===== config.mk =====
export PLATFORM = sky130hd
export DESIGN_NAME = pdt_top
export DESIGN_NICKNAME = d
export VERILOG_FILES = /design/src/logic/pdt_top.v
export VERILOG_INCLUDE_DIRS = /design/src /design/src/logic
export SDC_FILE = /design/constraint.sdc
export NUM_CORES = 1
export LEC_CHECK = 0
export BUFFER_PORTS_ARGS = -buffer_cell sky130_fd_sc_hd__buf_2
export CELL_PAD_IN_SITES_DETAIL_PLACEMENT = 2
export CELL_PAD_IN_SITES_GLOBAL_PLACEMENT = 2
export CORE_MARGIN = 8
export CORE_UTILIZATION = 38
export DETAILED_ROUTE_END_ITERATION = 8
export HOLD_SLACK_MARGIN = 0.03
export MAX_ROUTING_LAYER = met4
export PLACE_DENSITY = 0.92
export SLEW_MARGIN = 30
export SYNTH_ARGS = -nofsm -noshare
export SYNTH_HDL_FRONTEND = slang
export SYNTH_SLANG_ARGS = --single-unit

===== constraint.sdc =====
create_clock -name clk -period 7.4 [get_ports clk]
set_input_delay 0.37 -clock clk [delete_from_list [all_inputs] [get_ports clk]]
set_output_delay 0.37 -clock clk [all_outputs]
set_load 0.1 [all_outputs]

===== src/logic/pdt_consts.vh =====
`ifndef PDT_CONSTS_VH
`define PDT_CONSTS_VH

// Register indices; byte address on the bus is four times the index
`define PDT_IDX_MISC           8'h17
`define PDT_IDX_CABLE_AB       8'h18
`define PDT_IDX_CABLE_CD       8'h19
`define PDT_IDX_CABLE_TERM     8'h1A
`define PDT_IDX_GEN_CTRL       8'h1D

// Miscellaneous register fields
`define PDT_MISC_PORT_HI       15
`define PDT_MISC_PORT_LO       11
`define PDT_MISC_PD_EN         10
`define PDT_MISC_PD_ST_HI      9
`define PDT_MISC_PD_ST_LO      8
`define PDT_CRC_MAX            8'hFF
`define PDT_CRC_ZERO           8'h00

// Cable test register fields
`define PDT_CT_TRIG            15
`define PDT_CT_VALID           14

// Generator control fields and reset value (destination nibble resets to 0001)
`define PDT_GEN_EN             15
`define PDT_GEN_RUN            14
`define PDT_GEN_CONT           13
`define PDT_GEN_LEN_HI         12
`define PDT_GEN_LEN_LO         11
`define PDT_GEN_GAP            10
`define PDT_GEN_DA_HI          9
`define PDT_GEN_DA_LO          6
`define PDT_GEN_SA_HI          5
`define PDT_GEN_SA_LO          2
`define PDT_GEN_RAND           1
`define PDT_GEN_BADFCS         0
`define PDT_GEN_RESET          16'h0040

// Frame lengths in bytes, FCS included
`define PDT_LEN_125            14'd125
`define PDT_LEN_64             14'd64
`define PDT_LEN_1518           14'd1518
`define PDT_LEN_JUMBO          10000
`define PDT_HDR_BYTES          14'd12
`define PDT_FCS_BYTES          14'd4
`define PDT_ADDR_HI_BYTE       8'hFF

// Frame counts
`define PDT_BURST_FRAMES       30000000
`define PDT_BLOCK_FRAMES       10000

// Timing: clock period and inter-frame gaps, least times round up
`define PDT_CLK_NS             40
`define PDT_GAP_SHORT_NS       96
`define PDT_GAP_LONG_NS        8192
`define PDT_GAP_SHORT_CYC      ((`PDT_GAP_SHORT_NS + `PDT_CLK_NS - 1) / `PDT_CLK_NS)
`define PDT_GAP_LONG_CYC       ((`PDT_GAP_LONG_NS + `PDT_CLK_NS - 1) / `PDT_CLK_NS)

// Frame check sequence, reflected polynomial
`define PDT_CRC_POLY           32'hEDB88320
`define PDT_CRC_INIT           32'hFFFFFFFF
`define PDT_LFSR_SEED          16'hACE1

`endif


===== src/logic/pdt_top.v =====
// Register access over APB was left to the implementer.
`timescale 1ns/1ps
`default_nettype none
`include "pdt_consts.vh"

module pdt_top #(
  parameter        ADDR_W       = 8,
  parameter        BURST_FRAMES = `PDT_BURST_FRAMES,
  parameter        BLOCK_FRAMES = `PDT_BLOCK_FRAMES,
  parameter        JUMBO_LEN    = `PDT_LEN_JUMBO,
  parameter [7:0]  FIXED_BYTE   = 8'hAA
) (
  // Clock and reset
  input  wire              clk,
  input  wire              reset_n,
  // APB slave
  input  wire              psel,
  input  wire              penable,
  input  wire              pwrite,
  input  wire [ADDR_W-1:0] paddr,
  input  wire [31:0]       pwdata,
  output reg  [31:0]       prdata,
  output reg               pready,
  output reg               pslverr,
  // Port address strap
  input  wire [4:0]        port_addr_strap,
  // Inline power detection
  output reg               pd_enable,
  input  wire [1:0]        pd_status_in,
  // Receive path bad-CRC event, one pulse per frame
  input  wire              rx_crc_err,
  // Cable measurement engine
  output reg               cable_test_start,
  input  wire              cable_test_done,
  input  wire [5:0]        cable_dist_a,
  input  wire [5:0]        cable_dist_b,
  input  wire [5:0]        cable_dist_c,
  input  wire [5:0]        cable_dist_d,
  input  wire [3:0]        cable_term_a,
  input  wire [3:0]        cable_term_b,
  input  wire [3:0]        cable_term_c,
  input  wire [3:0]        cable_term_d,
  // Generated frame byte stream
  output reg  [7:0]        tx_data,
  output reg               tx_en,
  output reg               gen_busy
);

  ////////////////////////////////////////////////////////////////////////////
  // Declarations
  localparam [1:0] ST_IDLE  = 2'd0;
  localparam [1:0] ST_FRAME = 2'd1;
  localparam [1:0] ST_GAP   = 2'd2;
  // Gap lengths in whole cycles, rounded up so a gap is never shorter than
  // the programmed time; the long gap still fits the 8-bit gap counter
  localparam integer GAP_SHORT_I = `PDT_GAP_SHORT_CYC;
  localparam integer GAP_LONG_I  = `PDT_GAP_LONG_CYC;
  localparam [7:0]   GAP_SHORT   = GAP_SHORT_I[7:0];
  localparam [7:0]   GAP_LONG    = GAP_LONG_I[7:0];

  reg  [4:0]  port_addr;        // Latched strap value
  reg         port_caught;      // Strap already taken since reset
  reg  [7:0]  crc_cnt;          // Bad-CRC frame count
  reg         ct_trig;          // Test in progress
  reg         ct_valid;         // Results valid
  reg  [5:0]  dist_a;           // Distances, three metres per count
  reg  [5:0]  dist_b;
  reg  [5:0]  dist_c;
  reg  [5:0]  dist_d;
  reg  [15:0] term_codes;       // A in 15:12 down to D in 3:0
  reg  [15:0] gen_ctrl;         // Software view of generator control
  reg  [15:0] gen_snap;         // Settings frozen at run start
  reg         go_q;             // Previous enable-and-run level
  reg  [1:0]  state;            // Generator state
  reg  [13:0] byte_idx;         // Byte position in frame
  reg  [13:0] frame_len;        // Frozen frame length
  reg  [7:0]  gap_cnt;          // Remaining gap cycles
  reg  [24:0] frame_cnt;        // Frames sent since run start
  reg  [13:0] block_cnt;        // Frames within current block
  reg  [31:0] crc;              // Running frame check value
  reg  [15:0] lfsr;             // Random payload source
  reg  [7:0]  next_byte;        // Byte chosen for this cycle
  reg  [31:0] next_rdata;       // Read mux result
  reg         next_err;         // Unmapped address

  wire [ADDR_W-1:0] word_idx = paddr >> 2;
  wire        acc_done  = psel & penable & pready;
  wire        wr_done   = acc_done & pwrite & ~pslverr;
  wire        rd_done   = acc_done & ~pwrite & ~pslverr;
  wire        go        = gen_ctrl[`PDT_GEN_EN] & gen_ctrl[`PDT_GEN_RUN];
  wire [13:0] pay_end   = frame_len - `PDT_FCS_BYTES;
  wire        last_byte = (byte_idx == frame_len - 14'd1);

  // One byte of the reflected CRC-32 update
  function [31:0] crc_step;
    input [31:0] c;
    input [7:0]  d;
    integer      k;
    reg   [31:0] r;
    begin
      r = c ^ {24'h000000, d};
      for (k = 0; k < 8; k = k + 1) begin
        r = r[0] ? ((r >> 1) ^ `PDT_CRC_POLY) : (r >> 1);
      end
      crc_step = r;
    end
  endfunction

  ////////////////////////////////////////////////////////////////////////////
  // APB decode and read mux
  always @* begin
    next_err   = 1'b0;
    next_rdata = 32'h00000000;
    case (word_idx)
      `PDT_IDX_MISC: begin
        // Status reads zero while detection is off
        next_rdata = {16'h0000, port_addr, pd_enable,
                      (pd_enable ? pd_status_in : 2'b00), crc_cnt};
      end
      `PDT_IDX_CABLE_AB: begin
        next_rdata = {16'h0000, ct_trig, ct_valid, dist_a, 2'b00, dist_b};
      end
      `PDT_IDX_CABLE_CD: begin
        next_rdata = {16'h0000, 2'b00, dist_c, 2'b00, dist_d};
      end
      `PDT_IDX_CABLE_TERM: begin
        next_rdata = {16'h0000, term_codes};
      end
      `PDT_IDX_GEN_CTRL: begin
        next_rdata = {16'h0000, gen_ctrl};
      end
      default: begin
        next_err = 1'b1;
      end
    endcase
  end

  ////////////////////////////////////////////////////////////////////////////
  // APB handshake: one wait state, data and error registered with pready
  // The access phase always sees pready low first, so every transfer takes
  // exactly one wait state; writes and read-clears act while pready is high
  always @(posedge clk or negedge reset_n) begin
    if (!reset_n) begin
      pready  <= 1'b0;
      pslverr <= 1'b0;
      prdata  <= 32'h00000000;
    end else begin
      pready  <= psel & penable & ~pready;
      pslverr <= psel & penable & ~pready & next_err;
      if (psel & penable & ~pready & ~pwrite) begin
        prdata <= next_rdata;
      end
    end
  end

  ////////////////////////////////////////////////////////////////////////////
  // Port address strap taken on the first edge after reset release
  always @(posedge clk or negedge reset_n) begin
    if (!reset_n) begin
      port_addr   <= 5'h00;
      port_caught <= 1'b0;
    end else if (!port_caught) begin
      port_addr   <= port_addr_strap;
      port_caught <= 1'b1;
    end
  end

  ////////////////////////////////////////////////////////////////////////////
  // Power detection enable and bad-CRC counter
  // Saturation keeps a flood of bad frames from wrapping to a small count
  always @(posedge clk or negedge reset_n) begin
    if (!reset_n) begin
      pd_enable <= 1'b0;
      crc_cnt   <= `PDT_CRC_ZERO;
    end else begin
      if (wr_done && word_idx == `PDT_IDX_MISC) begin
        pd_enable <= pwdata[`PDT_MISC_PD_EN];
      end
      // An error landing on the clearing read is kept as the first count
      if (rd_done && word_idx == `PDT_IDX_MISC) begin
        crc_cnt <= rx_crc_err ? 8'h01 : `PDT_CRC_ZERO;
      end else if (rx_crc_err && crc_cnt != `PDT_CRC_MAX) begin
        crc_cnt <= crc_cnt + 8'h01;
      end
    end
  end

  ////////////////////////////////////////////////////////////////////////////
  // Cable test trigger, completion and result capture
  // A done pulse outside a running test is ignored, so stale results stay
  always @(posedge clk or negedge reset_n) begin
    if (!reset_n) begin
      ct_trig          <= 1'b0;
      ct_valid         <= 1'b0;
      cable_test_start <= 1'b0;
      dist_a           <= 6'h00;
      dist_b           <= 6'h00;
      dist_c           <= 6'h00;
      dist_d           <= 6'h00;
      term_codes       <= 16'h0000;
    end else begin
      cable_test_start <= 1'b0;
      if (!ct_trig && wr_done && word_idx == `PDT_IDX_CABLE_AB && pwdata[`PDT_CT_TRIG]) begin
        // Writes while a test runs are ignored; old distances and codes stay until the done capture below
        ct_trig          <= 1'b1;
        ct_valid         <= 1'b0;
        cable_test_start <= 1'b1;
      end else if (ct_trig && cable_test_done) begin
        ct_trig    <= 1'b0;
        ct_valid   <= 1'b1;
        dist_a     <= cable_dist_a;
        dist_b     <= cable_dist_b;
        dist_c     <= cable_dist_c;
        dist_d     <= cable_dist_d;
        // Codes pass through unchanged: 0000 good, 0001 open, 0010 short,
        // 0100 abnormal, 10xx short to pair, 11xx coupling with pair
        term_codes <= {cable_term_a, cable_term_b, cable_term_c, cable_term_d};
      end
    end
  end

  ////////////////////////////////////////////////////////////////////////////
  // Generator control register
  always @(posedge clk or negedge reset_n) begin
    if (!reset_n) begin
      gen_ctrl <= `PDT_GEN_RESET;
    end else if (wr_done && word_idx == `PDT_IDX_GEN_CTRL) begin
      gen_ctrl <= pwdata[15:0];
    end
  end

  ////////////////////////////////////////////////////////////////////////////
  // Byte selection for the current frame position
  // Bytes 0 to 11 are addresses; the check value covers header and payload
  always @* begin
    next_byte = 8'h00;
    if (byte_idx < 14'd5 || (byte_idx >= 14'd6 && byte_idx < 14'd11)) begin
      next_byte = `PDT_ADDR_HI_BYTE;
    end else if (byte_idx == 14'd5) begin
      next_byte = {4'hF, gen_snap[`PDT_GEN_DA_HI:`PDT_GEN_DA_LO]};
    end else if (byte_idx == 14'd11) begin
      next_byte = {4'hF, gen_snap[`PDT_GEN_SA_HI:`PDT_GEN_SA_LO]};
    end else if (byte_idx < pay_end) begin
      next_byte = gen_snap[`PDT_GEN_RAND] ? lfsr[7:0] : FIXED_BYTE;
    end else begin
      // Inverted check value sent low byte first; bad mode flips it again
      case (byte_idx - pay_end)
        14'd0:   next_byte = ~crc[7:0];
        14'd1:   next_byte = ~crc[15:8];
        14'd2:   next_byte = ~crc[23:16];
        default: next_byte = ~crc[31:24];
      endcase
      if (gen_snap[`PDT_GEN_BADFCS]) begin
        next_byte = ~next_byte;
      end
    end
  end

  ////////////////////////////////////////////////////////////////////////////
  // Generator sequencer: frame, gap, frame and block counting
  // The burst counter is wide enough for the full burst length; burst and
  // block ends are only looked at in the gap, never in the middle of a frame
  always @(posedge clk or negedge reset_n) begin
    if (!reset_n) begin
      state     <= ST_IDLE;
      go_q      <= 1'b0;
      gen_snap  <= `PDT_GEN_RESET;
      byte_idx  <= 14'd0;
      frame_len <= `PDT_LEN_125;
      gap_cnt   <= 8'h00;
      frame_cnt <= 25'd0;
      block_cnt <= 14'd0;
      crc       <= `PDT_CRC_INIT;
      lfsr      <= `PDT_LFSR_SEED;
      tx_data   <= 8'h00;
      tx_en     <= 1'b0;
      gen_busy  <= 1'b0;
    end else begin
      go_q  <= go;
      tx_en <= 1'b0;
      case (state)
        ST_IDLE: begin
          gen_busy <= 1'b0;
          // Only a fresh rise of enable-and-run starts and freezes settings
          if (go && !go_q) begin
            gen_snap  <= gen_ctrl;
            case (gen_ctrl[`PDT_GEN_LEN_HI:`PDT_GEN_LEN_LO])
              2'b00:   frame_len <= `PDT_LEN_125;
              2'b01:   frame_len <= `PDT_LEN_64;
              2'b10:   frame_len <= `PDT_LEN_1518;
              default: frame_len <= JUMBO_LEN[13:0];
            endcase
            byte_idx  <= 14'd0;
            frame_cnt <= 25'd0;
            block_cnt <= 14'd0;
            crc       <= `PDT_CRC_INIT;
            gen_busy  <= 1'b1;
            state     <= ST_FRAME;
          end
        end
        ST_FRAME: begin
          tx_en   <= 1'b1;
          tx_data <= next_byte;
          if (byte_idx < pay_end) begin
            crc <= crc_step(crc, next_byte);
          end
          if (byte_idx >= `PDT_HDR_BYTES && byte_idx < pay_end && gen_snap[`PDT_GEN_RAND]) begin
            lfsr <= {lfsr[14:0], lfsr[15] ^ lfsr[13] ^ lfsr[12] ^ lfsr[10]};
          end
          byte_idx <= byte_idx + 14'd1;
          if (last_byte) begin
            byte_idx  <= 14'd0;
            crc       <= `PDT_CRC_INIT;
            frame_cnt <= frame_cnt + 25'd1;
            gap_cnt   <= gen_snap[`PDT_GEN_GAP] ? GAP_LONG : GAP_SHORT;
            state     <= ST_GAP;
            if (block_cnt == BLOCK_FRAMES[13:0] - 14'd1) begin
              block_cnt <= 14'd0;
            end else begin
              block_cnt <= block_cnt + 14'd1;
            end
          end
        end
        ST_GAP: begin
          gap_cnt <= gap_cnt - 8'h01;
          if (gap_cnt == 8'h01) begin
            // Clearing enable or run stops at the end of the gap that follows the current frame
            if (!go) begin
              state <= ST_IDLE;
            end else if (!gen_snap[`PDT_GEN_CONT] && frame_cnt == BURST_FRAMES[24:0]) begin
              state <= ST_IDLE;
            end else if (gen_snap[`PDT_GEN_CONT] && !gen_ctrl[`PDT_GEN_CONT] && block_cnt == 14'd0) begin
              // Live bit watched here so software can end a continuous run
              state <= ST_IDLE;
            end else begin
              state <= ST_FRAME;
            end
          end
        end
        default: begin
          state <= ST_IDLE;
        end
      endcase
    end
  end

endmodule // pdt_top

`default_nettype wire


==> flow_results.xml <==
<?xml version="1.0" encoding="UTF-8"?>
<metrics>
  <group name="detailed_routing">
    <metric name="first_pass_iters" unit="">5</metric>
    <metric name="drtIter0Drc" unit="">743</metric>
    <metric name="vias_per_cell" unit="">6.12</metric>
    <metric name="wire_per_inst" unit="um">28.2</metric>
    <metric name="routed-via-count" unit="">12000</metric>
    <metric name="detail_route.drc_violations" unit="">0</metric>
    <metric name="wirelength" unit="um">55100</metric>
    <metric name="antenna_nets_post_route" unit="">0</metric>
  </group>
  <group name="global_routing">
    <metric name="antenna_found_initial" unit="">2</metric>
    <metric name="grt_first_pass_wirelength" unit="um">85100</metric>
    <metric name="grt_start_max_net_pins" unit="">122</metric>
    <metric name="first_global_vias" unit="">13700</metric>
    <metric name="grt-ovfl-total" unit="">0</metric>
    <metric name="grt_util_all_layers" unit="%">26.4</metric>
  </group>
  <group name="cells_and_area">
    <metric name="final-seq-area" unit="um2">5890</metric>
    <metric name="multi_input_comb_area" unit="um2">7330</metric>
    <metric name="flow.area_growth_from_synthesis" unit="%">14.7</metric>
    <metric name="drive_gt1_share" unit="%">23.0</metric>
    <metric name="postLayoutCoreUtil" unit="%">44.1</metric>
    <metric name="design.final.nets" unit="">1594</metric>
    <metric name="layout.cells.most_common" unit="">sky130_fd_sc_hd__dfrtp_1</metric>
    <metric name="layout.filler_cells" unit="">3649</metric>
    <metric name="final_cell_mix" unit="">sky130_fd_sc_hd__dfrtp_1, sky130_fd_sc_hd__nand2_1, sky130_fd_sc_hd__nor2_1, sky130_fd_sc_hd__o21ai_0, sky130_fd_sc_hd__buf_2</metric>
  </group>
  <group name="synth">
    <metric name="post-synth-top-area-fraction" unit="%">34.3</metric>
    <metric name="synthFlopType" unit="">sky130_fd_sc_hd__dfrtp_1</metric>
    <metric name="synth_async_sr_flop_share" unit="%">100</metric>
    <metric name="postSynthCellCount" unit="">1376</metric>
    <metric name="avgSynthCellArea" unit="um2">9.92</metric>
    <metric name="yosysSeqAreaShare" unit="%">43.1</metric>
    <metric name="ys.warnings.count" unit="">0</metric>
    <metric name="post_synth_instance_area" unit="um2">13600</metric>
    <metric name="post_synth_main_area_contributors" unit="">sky130_fd_sc_hd__dfrtp_1, sky130_fd_sc_hd__dfstp_2, sky130_fd_sc_hd__mux2_2</metric>
    <metric name="yosys_register_bits" unit="">233</metric>
    <metric name="synth_enable_flop_cells" unit="">0</metric>
    <metric name="synth.distinct_cells" unit="">86</metric>
    <metric name="yosys.area.top_type" unit="">sky130_fd_sc_hd__dfrtp_1</metric>
  </group>
  <group name="run">
    <metric name="max_cap_violation_count" unit="">0</metric>
  </group>
  <group name="floorplanning">
    <metric name="top_level_ports" unit="">140</metric>
    <metric name="die_w" unit="um">206</metric>
    <metric name="chipHeight" unit="um">206</metric>
    <metric name="area_of_the_die" unit="um2">42200</metric>
    <metric name="core_area" unit="um2">35500</metric>
    <metric name="initial_utilization" unit="%">38.5</metric>
    <metric name="placement_rows" unit="">69</metric>
  </group>
  <group name="clock_network">
    <metric name="cts_sinks" unit="">233</metric>
    <metric name="tritoncts" unit="">yes</metric>
    <metric name="clk_root_buffer_cell" unit="">sky130_fd_sc_hd__clkbuf_16</metric>
    <metric name="h-tree-depth" unit="">1</metric>
    <metric name="clock_path_buffers" unit="">3</metric>
    <metric name="cts_made_buffers" unit="">28</metric>
    <metric name="clk-insertion-delay-late" unit="ps">570</metric>
    <metric name="cts.clk_slew.worst_paths" unit="ps">70</metric>
    <metric name="cts_resized" unit="">0</metric>
    <metric name="cts_setup_buffers" unit="">0</metric>
  </group>
  <group name="worst_setup_path">
    <metric name="crit_fanout" unit="">11</metric>
    <metric name="worstPathBufferInverterCount" unit="">2</metric>
    <metric name="worstSetupEndpointType" unit="">register</metric>
    <metric name="startpoint_type" unit="">register</metric>
    <metric name="critical_path.slowest_cell" unit="">sky130_fd_sc_hd__or4b_1</metric>
    <metric name="classification_of_the_worst_setup_path" unit="">register to register</metric>
    <metric name="worst-endpoint-arrival" unit="ps">7180</metric>
    <metric name="family_with_the_most_delay_on_the_worst_path" unit="">compound AO/OA/AOI/OAI gates</metric>
    <metric name="cpPeakStageDelay" unit="ps">690</metric>
    <metric name="critical_path.cell_chain" unit="">inv_1 &gt; ha_1 &gt; inv_1 &gt; or3_1 &gt; nor2_1 &gt; xnor2_1 &gt; ha_1 &gt; nand2b_1 &gt; a211o_1 &gt; o311ai_0 &gt; or4b_1 &gt; o41ai_4 &gt; a221oi_2 &gt; mux2i_1 &gt; a211oi_4 &gt; xnor2_2 &gt; xnor3_1 &gt; a21oi_1</metric>
    <metric name="cp_data_required_time" unit="ps">7890</metric>
  </group>
  <group name="timing">
    <metric name="final_hold_violations" unit="">0</metric>
    <metric name="fmax" unit="MHz">149</metric>
    <metric name="clock_skew" unit="ps">19.1</metric>
    <metric name="timing.setup.tns" unit="ps">0</metric>
    <metric name="slew_viol_final" unit="">0</metric>
    <metric name="fin_crit_sh" unit="%">90.4</metric>
    <metric name="finalCriticalPeriod" unit="ps">6690</metric>
    <metric name="finalSetupViolations" unit="">0</metric>
    <metric name="tightestPinTransition" unit="ps">970</metric>
    <metric name="unrepaired_setup_endpoints_after_global_routing" unit="">no</metric>
    <metric name="slew-limit-headroom" unit="%">35.3</metric>
  </group>
  <group name="hold_path">
    <metric name="hold_class" unit="">primary input to register</metric>
  </group>
  <group name="pwr">
    <metric name="p_leak" unit="nW">7.17</metric>
    <metric name="power_density" unit="nW/um2">218</metric>
    <metric name="vdd.ir_drop.worst" unit="mV">0.204</metric>
  </group>
  <group name="run_status">
    <metric name="status" unit="">complete, no violations</metric>
  </group>
  <group name="placed_design">
    <metric name="dp_hpwl" unit="um">35600</metric>
    <metric name="numPortBuffers" unit="">105</metric>
    <metric name="gp_congestion" unit="">0.851</metric>
  </group>
</metrics>
[final cells by class]
class                      instances  area share (%)
antenna                            4          0.0640
tap                              461            3.69
timing repair buffer             129            4.78
inverter                          36           0.863
clock inverter                    15           0.927
clock buffer                      37            5.21
sequential                       233            37.6
multi-input combinational       1039            46.8
[metrics by stage]
step / setup slack [ps] / hold WS, ps / power (W) / instances / area (um2)
detailed placement: 962 / 472 / 0.00194 / 1892 / 14600
global placement: 1380 / 456 / 0.00190 / 1892 / 14600
global route: 416 / 38.9 / 0.00349 / 1953 / 15600
finish: 708 / 45.2 / 0.00341 / 1954 / 15700
floorplan: 2080 / 74.4 / 0.00178 / 1391 / 13700
CTS: 873 / 35.2 / 0.00341 / 1949 / 15600
[power breakdown]
group | total (W) | internal (W) | leakage [nW] | switching (W)
registers | 0.00142 | 0.00135 | 2.99 | 0.0000748
clock network | 0.00146 | 0.000848 | 0.476 | 0.000615
logic | 0.000523 | 0.000152 | 3.71 | 0.000371
[synth_stat cells, types with 5 or more instances]
cell,instances
sky130_fd_sc_hd__and3_1,30
sky130_fd_sc_hd__a31oi_1,13
sky130_fd_sc_hd__nand4_1,14
sky130_fd_sc_hd__nand2_1,143
sky130_fd_sc_hd__dfrtp_1,187
sky130_fd_sc_hd__or3_1,14
sky130_fd_sc_hd__nor4_1,18
sky130_fd_sc_hd__nand3b_1,5
sky130_fd_sc_hd__dfstp_2,46
sky130_fd_sc_hd__nor2_1,116
sky130_fd_sc_hd__xnor2_1,48
sky130_fd_sc_hd__xnor2_4,5
sky130_fd_sc_hd__nand3_1,51
sky130_fd_sc_hd__o21a_1,6
sky130_fd_sc_hd__o31ai_1,12
sky130_fd_sc_hd__o211ai_1,5
sky130_fd_sc_hd__o22a_1,7
sky130_fd_sc_hd__a211o_1,5
sky130_fd_sc_hd__mux2i_1,29
sky130_fd_sc_hd__o31a_1,5
sky130_fd_sc_hd__mux2_2,80
sky130_fd_sc_hd__a21o_1,5
sky130_fd_sc_hd__buf_1,9
sky130_fd_sc_hd__clkbuf_1,53
sky130_fd_sc_hd__buf_4,16
sky130_fd_sc_hd__nand2b_1,20
sky130_fd_sc_hd__xor2_1,18
sky130_fd_sc_hd__ha_1,32
sky130_fd_sc_hd__a221oi_1,12
sky130_fd_sc_hd__a21oi_1,73
sky130_fd_sc_hd__xnor3_1,18
sky130_fd_sc_hd__inv_1,36
sky130_fd_sc_hd__nor3_1,31
sky130_fd_sc_hd__o21ai_0,115
[worst reg2reg max path: stages, from the launching register on]
cell                       delay (ps)
sky130_fd_sc_hd__dfstp_2          400
sky130_fd_sc_hd__inv_1            240
sky130_fd_sc_hd__ha_1             400
sky130_fd_sc_hd__inv_1            120
sky130_fd_sc_hd__or3_1            410
sky130_fd_sc_hd__nor2_1           180
sky130_fd_sc_hd__xnor2_1           90
sky130_fd_sc_hd__ha_1             430
sky130_fd_sc_hd__nand2b_1         110
sky130_fd_sc_hd__a211o_1          310
sky130_fd_sc_hd__o311ai_0         670
sky130_fd_sc_hd__or4b_1           700
sky130_fd_sc_hd__o41ai_4          220
sky130_fd_sc_hd__a221oi_2         440
sky130_fd_sc_hd__mux2i_1          390
sky130_fd_sc_hd__a211oi_4         150
sky130_fd_sc_hd__xnor2_2          620
sky130_fd_sc_hd__xnor3_1          540
sky130_fd_sc_hd__a21oi_1          200
[cell families after synthesis]
| group | count (synthesis) | share of synthesized area [%] |
|---|---|---|
| other | 2 | 0.0550 |
| AND/OR/NAND/NOR | 471 | 16.9 |
| adder cells (fa/ha/maj) | 33 | 3.08 |
| flip-flops | 233 | 43.1 |
| buffers and inverters | 119 | 3.90 |
| multiplexers | 109 | 8.73 |
| AO/OA/AOI/OAI | 314 | 15.0 |
| XOR/XNOR | 95 | 9.15 |
[flip-flops by register name, summed over array words and instances, names as in the netlist, 2 cells and up]
signal,count
state,2
crc_cnt,8
term_codes,16
dist_a,6
port_addr,5
dist_d,6
byte_idx,14
block_cnt,14
dist_b,6
gen_ctrl,16
frame_len,7
crc,32
tx_data,8
dist_c,6
gap_cnt,8
lfsr,16
gen_snap,12
prdata,16
frame_cnt,25
[layer usage]
layer	global-route usage (%)	routed length, um	up-vias
met2	47.2	29100	427
met1	29.4	21200	6256
met4	10.3	2180	0
li1	-	-	5112
met5	-	0	-
met3	3.68	2560	165
[path summary, 6_finish.rpt]
check / from / endpoint / slack (ps) / depth (start not counted)
worst max-delay path: frame_len[5]$_DFFE_PN1P_ / crc[19]$_DFFE_PN1P_ / 710 / 18
worst max register to register: frame_len[5]$_DFFE_PN1P_ / crc[19]$_DFFE_PN1P_ / 710 / 18
worst min-delay path: cable_dist_a[2] / dist_a[2]$_DFFE_PN0P_ / 50 / 2
min in group asynchronous: reset_n / frame_len[7]$_DFFE_PN0P_ / 300 / 2
max in group asynchronous: reset_n / frame_cnt[15]$_DFFE_PN0P_ / 5600 / 4
worst min register to register: tx_data[0]$_DFFE_PN0P_ / tx_data[0]$_DFFE_PN0P_ / 480 / 2
[what timing repair did]
action                                  in CTS  in global routing
endpoints found under the hold margin       91                  0
hold buffers                                 5                  0
endpoints found under the setup margin       0                  0
(Power assumes the default switching activity.)
